## src/cmd_merge_defines.svh

```systemverilog
/*
  Constants for the command-source merge block: selection codes,
  control word bit positions and reset values.
  Assumes nothing of its surroundings beyond inclusion by bare name.
*/
`ifndef CMD_MERGE_DEFINES_SVH
`define CMD_MERGE_DEFINES_SVH

`define SRC_TERMINAL    2'h0
`define SRC_SERIAL      2'h1
`define SRC_AND         2'h2
`define SRC_OR          2'h3
`define SRC_RESET       2'h3

`define CW_WIDTH        16
`define CW_BIT_DC_BRAKE 2
`define CW_BIT_QSTOP    4

`define SETUP_RESET     2'h0
`define RUN_RESET       1'b0
`define CMD_RESET       1'b0
`define SETUP_NUM_BASE  3'h1

`endif

```

## src/cmd_merge_pkg.sv

```systemverilog
/*
  Types shared by the command-source merge block.
  Uses none of the defines; assumes nothing of its surroundings.
*/
package cmd_merge_pkg;
  typedef logic [1:0] src_sel_t;

  typedef struct packed {
    src_sel_t   sel_qstop;
    src_sel_t   sel_dc;
    src_sel_t   sel_start;
    src_sel_t   sel_rev;
    src_sel_t   sel_setup;
    logic       qstop_run;
    logic       dc_run;
    logic       start;
    logic       ccw;
    logic [1:0] setup;
  } merge_state_t;
endpackage

```

## src/drive_command_source_merge.sv

```systemverilog
/*
  Merges terminal commands with serial sources for quick-stop, DC brake,
  start, reversing and setup selection (control word bits for quick-stop
  and DC brake only), each under its own 2-bit source selection.
  Outputs are registered once per clock.
  Selection codes: 0 terminal only, 1 serial only, 2 AND, 3 OR; all
  five reset to OR.
  Quick-stop and DC brake travel as active-low run permits, so their
  AND and OR codes swap the gate: AND runs on either permit and OR
  needs both. Start and reversing are active high and use the plain
  gate. Setup selection combines the two-bit codes bit by bit.
  Assumes terminal levels, control word and selection codes are
  synchronous to i_clk; the block keeps its own copy of the selection
  codes, reloaded on every edge while i_sel_load is high.
  Assumes the control word is already unpacked from its telegram.
*/
// Behaviour
// - each function has a 2-bit source: terminal, serial, AND, OR.
// - quick-stop terminal and control word bit 4 are active low.
// - quick-stop runs per mode; mode 2 either high, mode 3 both high.
// - DC-brake terminal and control word bit 2 are active low.
// - DC brake runs per mode; mode 2 either high, mode 3 both high.
// - start: mode 2 needs both high, mode 3 either high.
// - direction 1 is anti-clockwise; mode 2 AND, mode 3 OR.
// - setup code 00..11 picks setup 1..4; mode 2 bitwise AND, 3 OR.
// - serial-only mode ignores the terminal input.
`timescale 1ns/1ns
`default_nettype none
`include "cmd_merge_defines.svh"

module drive_command_source_merge
  import cmd_merge_pkg::*;
#(
  parameter int CW_W = `CW_WIDTH
)(
  input  wire logic            i_clk,
  input  wire logic            i_sys_rst,
  input  wire logic            i_term_qstop_n,
  input  wire logic            i_term_dc_brake_n,
  input  wire logic            i_term_start,
  input  wire logic            i_term_reverse,
  input  wire logic            i_ser_start,
  input  wire logic            i_ser_reverse,
  input  wire logic [1:0]      i_term_setup,
  input  wire logic [CW_W-1:0] i_ctrl_word,
  input  wire logic [1:0]      i_bus_setup,
  input  wire logic [1:0]      i_sel_qstop,
  input  wire logic [1:0]      i_sel_dc_brake,
  input  wire logic [1:0]      i_sel_start,
  input  wire logic [1:0]      i_sel_reverse,
  input  wire logic [1:0]      i_sel_setup,
  input  wire logic            i_sel_load,
  output logic                 o_qstop_active,
  output logic                 o_dc_brake_active,
  output logic                 o_start,
  output logic                 o_reverse,
  output logic [1:0]           o_setup_code,
  output logic [2:0]           o_setup_num
);

  // ****************************************
  // source selection store
  // ****************************************
  // selection codes sit in the state struct with the merged results
  merge_state_t state_r;
  merge_state_t state_nxt;

  // ****************************************
  // command inputs gathered per function
  // ****************************************
  // terminal and serial sources for each function, by polarity
  logic       qstop_term_n;
  logic       qstop_ser_n;
  logic       dc_term_n;
  logic       dc_ser_n;
  logic       start_term;
  logic       start_ser;
  logic       rev_term;
  logic       rev_ser;
  logic [1:0] setup_term;
  logic [1:0] setup_bus;
  logic [1:0] setup_and;
  logic [1:0] setup_or;

  assign qstop_term_n = i_term_qstop_n;
  assign qstop_ser_n  = i_ctrl_word[`CW_BIT_QSTOP];
  assign dc_term_n    = i_term_dc_brake_n;
  assign dc_ser_n     = i_ctrl_word[`CW_BIT_DC_BRAKE];
  assign start_term   = i_term_start;
  assign start_ser    = i_ser_start;
  assign rev_term     = i_term_reverse;
  assign rev_ser      = i_ser_reverse;
  assign setup_term   = i_term_setup;
  assign setup_bus    = i_bus_setup;

  // msb and lsb of the setup code combine independently
  genvar gi;
  generate
    for (gi = 0; gi < 2; gi++)
    begin : g_setup_bit
      assign setup_and[gi] = setup_term[gi] & setup_bus[gi];
      assign setup_or[gi]  = setup_term[gi] | setup_bus[gi];
    end
  endgenerate

  // ****************************************
  // merge functions
  // ****************************************
  // active-high merge: AND mode needs both, OR mode either
  function automatic logic merge_hi(input src_sel_t sel, input logic t, input logic s);
    logic r;
    r = 1'b0;
    unique case (sel)
      `SRC_TERMINAL: r = t;
      `SRC_SERIAL:   r = s;
      `SRC_AND:      r = t & s;
      `SRC_OR:       r = t | s;
    endcase
    return r;
  endfunction

  // active-low run permits: code 2 runs on either, code 3 needs both
  function automatic logic merge_run(input src_sel_t sel, input logic t, input logic s);
    logic r;
    r = 1'b0;
    unique case (sel)
      `SRC_TERMINAL: r = t;
      `SRC_SERIAL:   r = s;
      `SRC_AND:      r = t | s;
      `SRC_OR:       r = t & s;
    endcase
    return r;
  endfunction

  function automatic logic [1:0] merge_setup(input src_sel_t sel, input logic [1:0] t,
                                             input logic [1:0] b, input logic [1:0] a,
                                             input logic [1:0] o);
    logic [1:0] r;
    r = 2'h0;
    unique case (sel)
      `SRC_TERMINAL: r = t;
      `SRC_SERIAL:   r = b;
      `SRC_AND:      r = a;
      `SRC_OR:       r = o;
    endcase
    return r;
  endfunction

  // ****************************************
  // state update
  // ****************************************
  always_comb
  begin
    state_nxt = state_r;
    // a code loaded here governs the merge from the following edge on
    if (i_sel_load)
    begin
      state_nxt.sel_qstop = i_sel_qstop;
      state_nxt.sel_dc    = i_sel_dc_brake;
      state_nxt.sel_start = i_sel_start;
      state_nxt.sel_rev   = i_sel_reverse;
      state_nxt.sel_setup = i_sel_setup;
    end
    state_nxt.qstop_run = merge_run(state_r.sel_qstop, qstop_term_n,
                                    qstop_ser_n);
    state_nxt.dc_run    = merge_run(state_r.sel_dc, dc_term_n,
                                    dc_ser_n);
    state_nxt.start     = merge_hi(state_r.sel_start, start_term,
                                   start_ser);
    state_nxt.ccw       = merge_hi(state_r.sel_rev, rev_term,
                                   rev_ser);
    state_nxt.setup     = merge_setup(state_r.sel_setup, setup_term, setup_bus,
                                      setup_and, setup_or);
  end

  // ****************************************
  // state register
  // ****************************************
  // reset holds both stop requests active until the first merged edge;
  // selection codes reset to OR so both sources count from the start
  always_ff @(posedge i_clk or posedge i_sys_rst)
  begin
    if (i_sys_rst)
    begin
      state_r.sel_qstop <= `SRC_RESET;
      state_r.sel_dc    <= `SRC_RESET;
      state_r.sel_start <= `SRC_RESET;
      state_r.sel_rev   <= `SRC_RESET;
      state_r.sel_setup <= `SRC_RESET;
      state_r.qstop_run <= `RUN_RESET;
      state_r.dc_run    <= `RUN_RESET;
      state_r.start     <= `CMD_RESET;
      state_r.ccw       <= `CMD_RESET;
      state_r.setup     <= `SETUP_RESET;
    end
    else
    begin
      state_r <= state_nxt;
    end
  end

  // ****************************************
  // outputs
  // ****************************************

  // stop flags are the inverse of the registered run permits
  assign o_qstop_active    = ~state_r.qstop_run;
  assign o_dc_brake_active = ~state_r.dc_run;
  assign o_start           = state_r.start;
  assign o_reverse         = state_r.ccw;
  assign o_setup_code      = state_r.setup;
  // setup number is one above the code, 1 to 4
  assign o_setup_num       = {1'b0, state_r.setup} + `SETUP_NUM_BASE;

endmodule // drive_command_source_merge
`default_nettype wire
```

## config.mk

```make
export PLATFORM = sky130hd
export DESIGN_NAME = drive_command_source_merge
export DESIGN_NICKNAME = d
export VERILOG_FILES = /design/src/cmd_merge_pkg.sv /design/src/drive_command_source_merge.sv
export VERILOG_INCLUDE_DIRS = /design/src /design/src/src
export SDC_FILE = /design/constraint.sdc
export NUM_CORES = 1
export LEC_CHECK = 0
export BUFFER_PORTS_ARGS = -buffer_cell sky130_fd_sc_hd__buf_4
export CORE_UTILIZATION = 40
export DETAILED_ROUTE_END_ITERATION = 6
export PLACE_DENSITY = 0.76
export RECOVER_POWER = 100
export SLEW_MARGIN = 20
export SYNTH_ARGS = -nofsm -noshare
export SYNTH_HDL_FRONTEND = slang
export SYNTH_SLANG_ARGS = --single-unit
export TNS_END_PERCENT = 5
```

## constraint.sdc

```tcl
create_clock -name i_clk -period 1.03 [get_ports i_clk]
set_input_delay 0.0515 -clock i_clk [delete_from_list [all_inputs] [get_ports i_clk]]
set_output_delay 0.0515 -clock i_clk [all_outputs]
set_load 0.05 [all_outputs]
```

==> results of run 1 <==
==> worst max-delay path by stage <==
stage                     depth (start not counted)                         to                      start  slack (ns)
final                                             2             o_setup_num[1]  o_setup_code[0]$_DFF_PP0_       -0.15
after global routing                              2             o_setup_num[1]  o_setup_code[0]$_DFF_PP0_       -0.19
after CTS                                         2             o_setup_num[1]  o_setup_code[0]$_DFF_PP0_       -0.16
after detailed placement                          3  o_setup_code[0]$_DFF_PP0_     state_r[7]$_DFFE_PP1P_        0.08
after global placement                            3  o_setup_code[0]$_DFF_PP0_     state_r[7]$_DFFE_PP1P_        0.11
after floorplan                                   1             o_setup_num[1]  o_setup_code[0]$_DFF_PP0_        0.06
==> worst min-delay path, stage by stage <==
cell and delay (ns):
buf_4 0.08, o21ai_1 0.05, o21ai_0 0.06
==> power groups by stage <==
stage	logic, mW	clock network, mW	registers, mW
floorplan	0.272	0	0.794
global placement	0.438	0	0.769
detailed placement	0.449	0	0.773
CTS	0.509	0.417	0.762
global route	0.536	0.438	0.765
finish	0.502	0.400	0.756
==> per-stage QoR <==
stage                     hold slack, ns  std cells  setup slack [ns]  setup TNS, ns
after CTS                       0.001838        124           -0.1554        -0.2247
after floorplan                 -0.04192         63           0.05570              0
after global routing            0.006887        124           -0.1889        -0.3384
after global placement           0.07398        110            0.1097              0
final                          -0.006146        124           -0.1532        -0.2191
after detailed placement         0.07522        110           0.07883              0
==> area by class of cell <==
type | count | area (µm²) | share of cell area
clock buffer | 4 | 36.28 | 0.03281
inverter | 7 | 26.28 | 0.02376
multi-input combinational | 37 | 246.5 | 0.2229
sequential | 16 | 412.9 | 0.3733
tap | 16 | 20.02 | 0.01810
timing repair buffer | 44 | 364.1 | 0.3292
==> cell families (layout without fill, tap and decap cells) <==
logic type / after synthesis / count (layout) / share of synthesized area
simple gates: 8 / 8 / 0.04920
flops: 16 / 16 / 0.5800
compound gates: 21 / 21 / 0.1476
buf+inv: 10 / 55 / 0.07381
mux: 7 / 7 / 0.1318
fa+ha+maj: 1 / 1 / 0.01757
==> layer usage <==
| metal | up-vias | wire (µm) |
|---|---|---|
| met5 | - | 0 |
| met2 | 25 | 840 |
| met1 | 278 | 547 |
| li1 | 299 | - |
| met3 | 0 | 88 |
| met4 | 0 | 0 |
==> what timing repair did <==
item | CTS | global route
cloned | 0 | 0
buffers inserted | 1 | 0
endpoints found under the hold margin | 24 | 0
setup endpoints to repair | 2 | 7
resized for setup | 6 | 5
hold buffers | 9 | 0
==> sequential cells by signal (all words and copies together), names as in the netlist <==
register,count
o_reverse,1
o_setup_code,2
state_r,12
o_start,1
==> synthesized netlist by cell type <==
master / count
buf_4: 2
mux2_4: 4
nor2_1: 3
nand2_1: 3
nor2b_1: 2
ha_1: 1
dfstp_2: 10
a21oi_1: 6
mux2_2: 3
o21ai_0: 15
buf_6: 1
inv_1: 7
dfrtp_1: 6
==> results.md, run 1 <==
- Run status: finished, violations left
- Violated checks: hold timing, setup timing
- # rows: 14
- Reg2reg end: o_setup_code[1]$_DFF_PP0_
- Final Hold Viols: 1
- Boundary Pins: 48
- Layout Utilization: 0.7016
- Final setup margin: -0.1532 ns
- Clock Tree Buf Depth: 2
- Slew headroom: 0.7444
- Max rail drop VDD: 0.8305 mV
- Worst hold path endpoint: state_r[4]$_DFF_PP0_
- Switching Share: 0.3028
- Final Critical Period: 1.183 ns
- Core Region: 1577 µm²
- Switch Pwr: 0.5021 mW
- Area grow syn2layout: 55.36%
- Max incr delay on CP: 0.39 ns
- Sequential fraction of the synthesis area: 0.5800
- Buf/Inv on CP: 1
- Mapped Area: 711.9 µm²
- Worst-path maximum fanout: 2
- Worst slew pin tran: 0.3834 ns
- Post-Synthesis Cells: 63
- Fin Clk Skew: 0.006291 ns
- GRT overflow: 0
- Die H: 44.19 µm
- Diodes inserted: 0
- Sink Count: 16
- Comb pwr share: 0.303
- Fill cell count: 134
- Final instance area: 1106 µm²
- Leakage dissipation: 0.5337 nW
- Synth top area cells: dfstp_2, dfrtp_1, o21ai_0
- Routed wire length per instance: 11.90 µm
- Post-Syn Nets: 103
- Hold Crit Class: input port to register
- GRT Total Usage: 0.1764
- Reg-to-Reg Start: state_r[7]$_DFFE_PP1P_
- Post-DP HPWL: 1037 µm
- Top-area cell type share of the netlist area: 0.3691
- GR Layer Usage met1: 0.1910
- WL final: 1475 µm
- Library cells used by synthesis: 13
- Drt first pass iters: 6
- Most frequent cells in the layout: buf_4, o21ai_0, dlygate4sd3_1
- RSZ-0062 raised after global routing: true
- DR vias/cell: 4.855
- CTS tree: built
- Flop2flop setup slack: 0.07 ns
- Initial antenna violation count: 0
- Die area: 1953 µm²
- Post-DRT Antenna Nets: 0
- Min-Delay Startpoint: i_ctrl_word[2]
- Hold_ws: -0.006146 ns
- Setup Viol. Count Final: 3
- Clock transition at path regs: 0.09 ns
- Max Cap Viol: 0
- Layer with the highest usage: met2
- Internal power: 1.156 mW
- Worst reg2reg path depth: 3
- Nets: 149
- Vias in the first global route: 616
- Critical Path, Cell by Cell: ha_1 > buf_6
- Layout cells sized above 1: 0.4907
- Power density over the cells: 1499 nW/µm²
- CP endpoint kind: output port
- # DRC: 0
- FMAX: 0.8451 GHz
- CP startpoint kind: register
- H-tree depth: 1
- Critical Path AT: 1.13 ns
- Family with the most delay on the worst path: flip-flops
- Sequential power share: 0.456
- Slew Limit Fails: 0
- Starting DRT DRC Count: 8
- CTS Buf Count: 3
- Fin crit share: 1.149
- Initial core utilization: 0.4516
- Met2 Use GR: 0.3206
- Clk root buf: clkbuf_4
- GP Congestion: 0.6855
- Maximum number of pins on one net before global-route repair: 17
- Critical Setup Path Class: register to output port
- Tot Pwr: 1.658 mW
- Leading cell type in the layout, fill and taps excluded: buf_4
- Number of synthesized register bits: 16
- Avg Cell Area, Syn: 11.30 µm²
- Worst path slowest cell: dfrtp_1
- Buffers on Ports: 33
- Die Wd: 44.19 µm
- Power share of the clock group: 0.241
- Worst skew pair latency: 0.28 ns
- Met3 Usage GRT: 0.04898
- Via count: 602
- Yosys top cell by area: dfstp_2
- Syn. warnings: 0
- First-pass GRT wire length: 2456 µm
- Area after DPL: 960.9 µm²
- Hold path cells: 3
- Worst Path Required: 0.98 ns
(Power assumes the default switching activity.)
==> run 2, diff against run 1 <==
Settings changed: ABC_AREA from default to 1, CORE_UTILIZATION 40 to 42.
==> results.md, run 2 <==
- Metal3 WL: 70 µm (was 88 µm)
- Hold Crit Class: input port to register (unchanged)
- Flip-flop and latch area: 412.9 µm² (unchanged)
- Uppermost routed layer: met4 (was met3)
- Slew Limit Fails: 0 (unchanged)
- Max rail drop VDD: 0.6740 mV (was 0.8305 mV)
- Ys async rst share: 1.000 (unchanged)
- Fin crit share: 1.157 (was 1.149)
- Avg Cell Area, Syn: 7.912 µm² (was 11.30 µm²)
- Core Region: 1783 µm² (was 1577 µm²)
- Family with the most delay on the worst path: flip-flops (unchanged)
- Area grow syn2layout: 50.60% (was 55.36%)
- Clk root buf: clkbuf_4 (unchanged)
- Switching Share: 0.3371 (was 0.3028)
- Max incr delay on CP: 0.39 ns (about the same)
- Yosys top cell by area: dfstp_2 (unchanged)
- CP endpoint kind: output port (unchanged)
- CP startpoint kind: register (unchanged)
- Power share of the clock group: 0.205 (was 0.241)
- Sink Count: 16 (unchanged)
- Critical Path, Cell by Cell: ha_1 > buf_6 (unchanged)
- Nets: 194 (was 149)
- Clock transition at path regs: 0.09 ns (about the same)
- # DRC: 0 (unchanged)
- GRT overflow: 0 (unchanged)
- Final Critical Period: 1.192 ns (was 1.183 ns)
- Worst path slowest cell: dfrtp_1 (unchanged)
- Fin Clk Skew: 0.0002989 ns (was 0.006291 ns)
- GRT Total Usage: 0.2088 (was 0.1764)
- Fill cell count: 160 (was 134)
- Run status: finished, violations left (unchanged)
- Post-synth EDFFs: 0 (unchanged)
- Slew headroom: 0.8250 (was 0.7444)
- Main combinational cell family by area after synthesis: simple AND/OR/NAND/NOR gates (was compound AO/OA/AOI/OAI gates)
- FMAX: 0.8389 GHz (was 0.8451 GHz)
- Routed wire length per instance: 9.433 µm (was 11.90 µm)
- Synthesized-area fraction occupied by adder cells: 0.01506 (was 0.01757)
- Sequential power share: 0.452 (was 0.456)
- Multi-input gate area: 282.8 µm² (was 246.5 µm²)
- Buffers on Ports: 33 (unchanged)
- H-tree depth: 1 (unchanged)
- RSZ-0062 raised after global routing: true (unchanged)
- First-pass GRT wire length: 3084 µm (was 2456 µm)
- Post-Syn Nets: 145 (was 103)
- Switch Pwr: 0.5616 mW (was 0.5021 mW)
- Synth top cells by count: nand2_1, inv_1, dfstp_2, o21ai_2, dfrtp_1 (was o21ai_0, dfstp_2, inv_1, a21oi_1, dfrtp_1)
- Mux cell area share after synthesis: 0 (was 0.1318)
- WL final: 1679 µm (was 1475 µm)
- Worst skew pair latency: 0.28 ns (about the same)
- GP Congestion: 0.6763 (was 0.6855)
- Post-DP HPWL: 1194 µm (was 1037 µm)
- Most frequent cell after synthesis: nand2_1 (was o21ai_0)
- Starting DRT DRC Count: 10 (was 8)
- Vias in the first global route: 793 (was 616)
- Die area: 2160 µm² (was 1953 µm²)
- Post-Synthesis Cells: 105 (was 63)
- Library cells used by synthesis: 10 (was 13)
- Boundary Pins: 48 (unchanged)
- Internal power: 1.104 mW (was 1.156 mW)
- Clock Tree Buf Depth: 2 (unchanged)
- Final setup margin: -0.1620 ns (was -0.1532 ns)
- CTS tree: built (unchanged)
- Dominant register cell in the synthesized netlist: dfstp_2 (unchanged)
- Sequential fraction of the synthesis area: 0.4970 (was 0.5800)
- Diodes inserted: 0 (unchanged)
- Power density over the cells: 1331 nW/µm² (was 1499 nW/µm²)
- Comb pwr share: 0.343 (was 0.303)
- Register name with the most flops: state_r (unchanged)
- Initial core utilization: 0.4660 (was 0.4516)
- Met2 routed WL: 926 µm (was 840 µm)
- Buf/Inv on CP: 1 (unchanged)
- Worst Path Required: 0.98 ns (about the same)
- Synth top area cells: dfstp_2, nand2_1, dfrtp_1 (was dfstp_2, dfrtp_1, o21ai_0)
- Layout cells sized above 1: 0.3529 (was 0.4907)
- Xor and xnor area share after synthesis: 0 (unchanged)
- Die H: 46.48 µm (was 44.19 µm)
- Max Cap Viol: 0 (unchanged)
- Leading cell type in the layout, fill and taps excluded: nand2_1 (was buf_4)
- Mapped Area: 830.8 µm² (was 711.9 µm²)
- Setup Viol. Count Final: 3 (unchanged)
- Most frequent cells in the layout: nand2_1, buf_4, inv_1 (was buf_4, o21ai_0, dlygate4sd3_1)
- Tot Pwr: 1.666 mW (was 1.658 mW)
- Maximum number of pins on one net before global-route repair: 21 (was 17)
- Violated checks: setup timing (was hold timing, setup timing)
- Post-DRT Antenna Nets: 0 (unchanged)
- # rows: 15 (was 14)
- Leakage dissipation: 0.6967 nW (was 0.5337 nW)
- M1 wire length: 647 µm (was 547 µm)
- Worst-path maximum fanout: 2 (unchanged)
- Via count: 759 (was 602)
- Critical Path AT: 1.14 ns (was 1.13 ns)
- Worst slew pin tran: 0.2623 ns (was 0.3834 ns)
- Top-area cell type share of the netlist area: 0.3163 (was 0.3691)
- Setup slack at placement: 0.1227 ns (was 0.07883 ns)
- Initial antenna violation count: 0 (unchanged)
- CTS Buf Count: 3 (unchanged)
- Number of synthesized register bits: 16 (unchanged)
- Final Hold Viols: 0 (was 1)
- Critical Setup Path Class: register to output port (unchanged)
- Largest register FFs: 12 (unchanged)
- Die Wd: 46.48 µm (was 44.19 µm)
- Syn. warnings: 0 (unchanged)
- Drt first pass iters: 4 (was 6)
- Post-Synth Simple-Gate Area: 0.2289 (was 0.04921)
- DR vias/cell: 4.264 (was 4.855)
- Synth Area in Compound Gates: 0.1054 (was 0.1476)
-- run 2: cell types whose count changed in the layout (fill, tap and decap cells not counted), sizes merged, moves of 3 or more --
cell | previous run | this run
buf | 29 | 32
a21oi | 6 | 0
nand2 | 3 | 46
mux2 | 7 | 0
o21ai | 15 | 10
dlygate4sd3 | 9 | 12
inv | 7 | 24
-- run 2: area by class of cell --
cell class,count,area share
multi-input combinational,61,0.2260
inverter,24,0.07200
timing repair buffer,48,0.3260
sequential,16,0.3300
clock buffer,4,0.02100
tap,25,0.02500
-- run 2: cells by family (layout without fill, tap and decap cells) --
logic type               after synthesis  after routing
AO/OA/AOI/OAI                         10             10
adder cells (fa/ha/maj)                1              1
buffers and inverters                 28             76
flip-flops                            16             16
AND/OR/NAND/NOR                       50             50
-- run 2: timing repair --
action	CTS	global route
hold buffers	12	0
pin swaps	0	1
endpoints found under the setup margin	2	4
setup buffers	1	1
hold endpoints to repair	21	0
resized for setup	6	1
-- run 2: power groups by stage --
stage / Clock (mW) / Sequential (mW) / Combinational, mW
2_1_floorplan: 0 / 0.795 / 0.320
3_3_place_gp: 0 / 0.765 / 0.488
3_5_place_dp: 0 / 0.769 / 0.500
4_1_cts: 0.355 / 0.758 / 0.571
5_1_grt: 0.383 / 0.763 / 0.626
6_report: 0.341 / 0.753 / 0.572
-- run 2: worst min-delay path, delay by kind of cell --
family	cells	cell delay (ns)
buffers and inverters	1	0.09
and+or+nand+nor	2	0.13
-- run 2: per-layer routing --
layer,vias up,track usage
li1,398,-
met2,23,0.3722
met3,4,0.04314
met1,334,0.2241
met4,0,0.1176
met5,-,0
-- run 2: worst paths after layout --
check                                          start                         to  slack (ns)  cells after the start
setup / recovery           o_setup_code[1]$_DFF_PP0_             o_setup_num[1]       -0.16                      2
hold / removal                       i_term_setup[0]  o_setup_code[0]$_DFF_PP0_        0.03                      3
setup reg to reg              state_r[7]$_DFFE_PP1P_  o_setup_code[0]$_DFF_PP0_        0.14                      3
hold reg to reg              state_r[10]$_DFFE_PP1P_    state_r[10]$_DFFE_PP1P_        0.48                      2
max in group asynchronous                  i_sys_rst     state_r[9]$_DFFE_PP1P_        0.21                      4
min in group asynchronous                  i_sys_rst       state_r[5]$_DFF_PP0_        0.24                      3
-- run 2: through the flow --
step,cell area [µm²],TNS [ns],cells,util,hold slack [ns]
6_report,1251,-0.2417,178,0.7018,0.02537
2_1_floorplan,830.8,0,105,-,-0.04192
3_5_place_dp,1080,0,160,0.6056,0.004178
3_3_place_gp,1080,0,160,0.6056,0.003169
4_1_cts,1252,-0.2757,177,0.7025,0.006593
5_1_grt,1251,-0.4369,178,0.7018,0.03103
==> run 3, diff against run 2 <==
Settings changed: CELL_PAD_IN_SITES_DETAIL_PLACEMENT from default to 1, CELL_PAD_IN_SITES_GLOBAL_PLACEMENT from default to 2, CORE_ASPECT_RATIO from default to 0.5, CORE_UTILIZATION 42 to 23, CTS_BUF_LIST from default to sky130_fd_sc_hd__clkbuf_8, PLACE_DENSITY 0.76 to 0.8.
==> results.md, run 3 (synthesis gave the netlist of run 2 again) <==
- Final instance area: 1182 µm² (was 1251 µm²)
- Fin crit share: 1.106 (was 1.157)
- GRT overflow: 0 (unchanged)
- Layout Utilization: 0.3689 (was 0.7018)
- # DRC: 0 (unchanged)
- Final Hold Viols: 0 (unchanged)
- First-pass GRT wire length: 2891 µm (was 3084 µm)
- Vias in the first global route: 697 (was 793)
- Worst-path maximum fanout: 2 (unchanged)
- Die area: 3871 µm² (was 2160 µm²)
- Hold path cells: 3 (unchanged)
- Most frequent cells in the layout: nand2_1, buf_4, inv_1 (unchanged)
- Clock transition at path regs: 0.06 ns (was 0.09 ns)
- Diodes inserted: 0 (unchanged)
- Post-DRT Antenna Nets: 0 (unchanged)
- Flop2flop setup slack: 0.17 ns (was 0.14 ns)
- Worst hold path endpoint: state_r[8]$_DFFE_PP1P_ (was o_setup_code[0]$_DFF_PP0_)
- Inst Count DP: 183 (was 160)
- Run status: finished, violations left (unchanged)
- Critical Path AT: 1.09 ns (was 1.14 ns)
- Tot Pwr: 1.735 mW (was 1.666 mW)
- Layout cells sized above 1: 0.3732 (was 0.3529)
- Largest register FFs: 12 (unchanged)
- Slew headroom: 0.7357 (was 0.8250)
- Initial antenna violation count: 0 (unchanged)
- Hold_ws: 0.01377 ns (was 0.02537 ns)
- Reg2reg end: o_setup_code[0]$_DFF_PP0_ (unchanged)
- Drt first pass iters: 2 (was 4)
- Area after DPL: 1109 µm² (was 1080 µm²)
- RSZ-0062 raised after global routing: true (unchanged)
- Boundary Pins: 48 (unchanged)
- GRT Total Usage: 0.09893 (was 0.2088)
- Clk root buf: clkbuf_8 (was clkbuf_4)
- Worst slew pin tran: 0.3964 ns (was 0.2623 ns)
- Max rail drop VDD: 0.5283 mV (was 0.6740 mV)
- Die H: 44.50 µm (was 46.48 µm)
- Sum of negative setup slack: -0.1119 ns (was -0.2417 ns)
- Area grow syn2layout: 42.32% (was 50.60%)
- Min-Delay Startpoint: i_sel_reverse[0] (was i_term_setup[0])
- Setup Viol. Count Final: 2 (was 3)
- GP Congestion: 0.6711 (was 0.6763)
- Power density over the cells: 1467 nW/µm² (was 1331 nW/µm²)
- Routed wire length per instance: 8.695 µm (was 9.433 µm)
- Starting DRT DRC Count: 9 (was 10)
- Worst reg2reg path depth: 3 (unchanged)
- Final Critical Period: 1.139 ns (was 1.192 ns)
- H-tree depth: 1 (unchanged)
- Via count: 721 (was 759)
- Worst skew pair latency: 0.24 ns (was 0.28 ns)
- Hold Crit Class: input port to register (unchanged)
- Die Wd: 87.00 µm (was 46.48 µm)
- CTS Buf Count: 3 (unchanged)
- Violated checks: setup timing (unchanged)
- DR vias/cell: 3.795 (was 4.264)
- Buffers on Ports: 33 (unchanged)
- Clock Tree Buf Depth: 2 (unchanged)
- WL final: 1652 µm (was 1679 µm)
- Worst Path Required: 0.98 ns (about the same)
- Max Cap Viol: 0 (unchanged)
- Post-DP HPWL: 1339 µm (was 1194 µm)
- Crit path from: o_setup_code[1]$_DFF_PP0_ (unchanged)
- Leakage dissipation: 0.6604 nW (was 0.6967 nW)
- # rows: 14 (was 15)
- Final setup margin: -0.1094 ns (was -0.1620 ns)
- CTS tree: built (unchanged)
- Post-Layout Cell Count: 190 (was 178)
- Core Region: 3206 µm² (was 1783 µm²)
- Register name with the most flops: state_r (unchanged)
- Nets: 183 (was 194)
- FMAX: 0.8776 GHz (was 0.8389 GHz)
- Maximum number of pins on one net before global-route repair: 21 (unchanged)
- Slew Limit Fails: 0 (unchanged)
- Leading cell type in the layout, fill and taps excluded: nand2_1 (unchanged)
- Initial core utilization: 0.2592 (was 0.4660)
- Setup slack at placement: 0.1254 ns (was 0.1227 ns)
- Fin Clk Skew: 0.001051 ns (was 0.0002989 ns)
- Critical Setup Path Class: register to output port (unchanged)
- Reg-to-Reg Start: state_r[7]$_DFFE_PP1P_ (unchanged)
- CP endpoint kind: output port (unchanged)
- CP startpoint kind: register (unchanged)
- Sink Count: 16 (unchanged)
run 3: cell types whose count changed in the layout (fill, tap and decap cells not counted), sizes merged:
cell	before	now
dlygate4sd3	12	1
buf	32	30
clkbuf	8	9
inv	24	25
run 3: layer usage:
| layer | part of all wire | vias to the layer above | GRT usage |
|---|---|---|---|
| met4 | 0 | 0 | 0.04000 |
| met2 | 0.52 | 17 | 0.1732 |
| met3 | 0.045 | 0 | 0.03545 |
| met5 | 0 | - | 0 |
| met1 | 0.44 | 327 | 0.1128 |
| li1 | - | 377 | - |
run 3: cell type report:
cell class,count,area (µm²)
fillers,398,2023
clock inverters,1,3.754
flip-flops and latches,16,412.9
repair buffers,37,287.8
clock buffers,3,41.29
inverters,24,90.09
well taps,48,60.06
multi-input cells,61,286.5
run 3: critical path: stages (launching register included):
cell and delay, ns:
dfrtp_1 0.38, ha_1 0.31, buf_6 0.16
run 3: worst max path at each step:
stage               slack, ns  cells after the start              to
floorplan                0.06                      1  o_setup_num[1]
global placement         0.12                      2  o_setup_num[1]
detailed placement       0.13                      2  o_setup_num[1]
CTS                     -0.12                      2  o_setup_num[1]
global route            -0.15                      2  o_setup_num[1]
finish                  -0.11                      2  o_setup_num[1]
run 3: power breakdown:
group / leakage [nW] / switching (mW) / internal, mW / total [mW]
Clock: 0.0269 / 0.197 / 0.263 / 0.460
Combinational: 0.459 / 0.322 / 0.204 / 0.526
Sequential: 0.174 / 0.0359 / 0.713 / 0.749
Total: 0.660 / 0.555 / 1.18 / 1.74
run 3: repair_timing:
item | 4_1_cts | 5_1_grt
endpoints found under the setup margin | 2 | 3
hold buffers | 1 | 0
buffers inserted | 1 | 1
endpoints found under the hold margin | 6 | 0
resized for setup | 3 | 2
pin swaps | 0 | 1
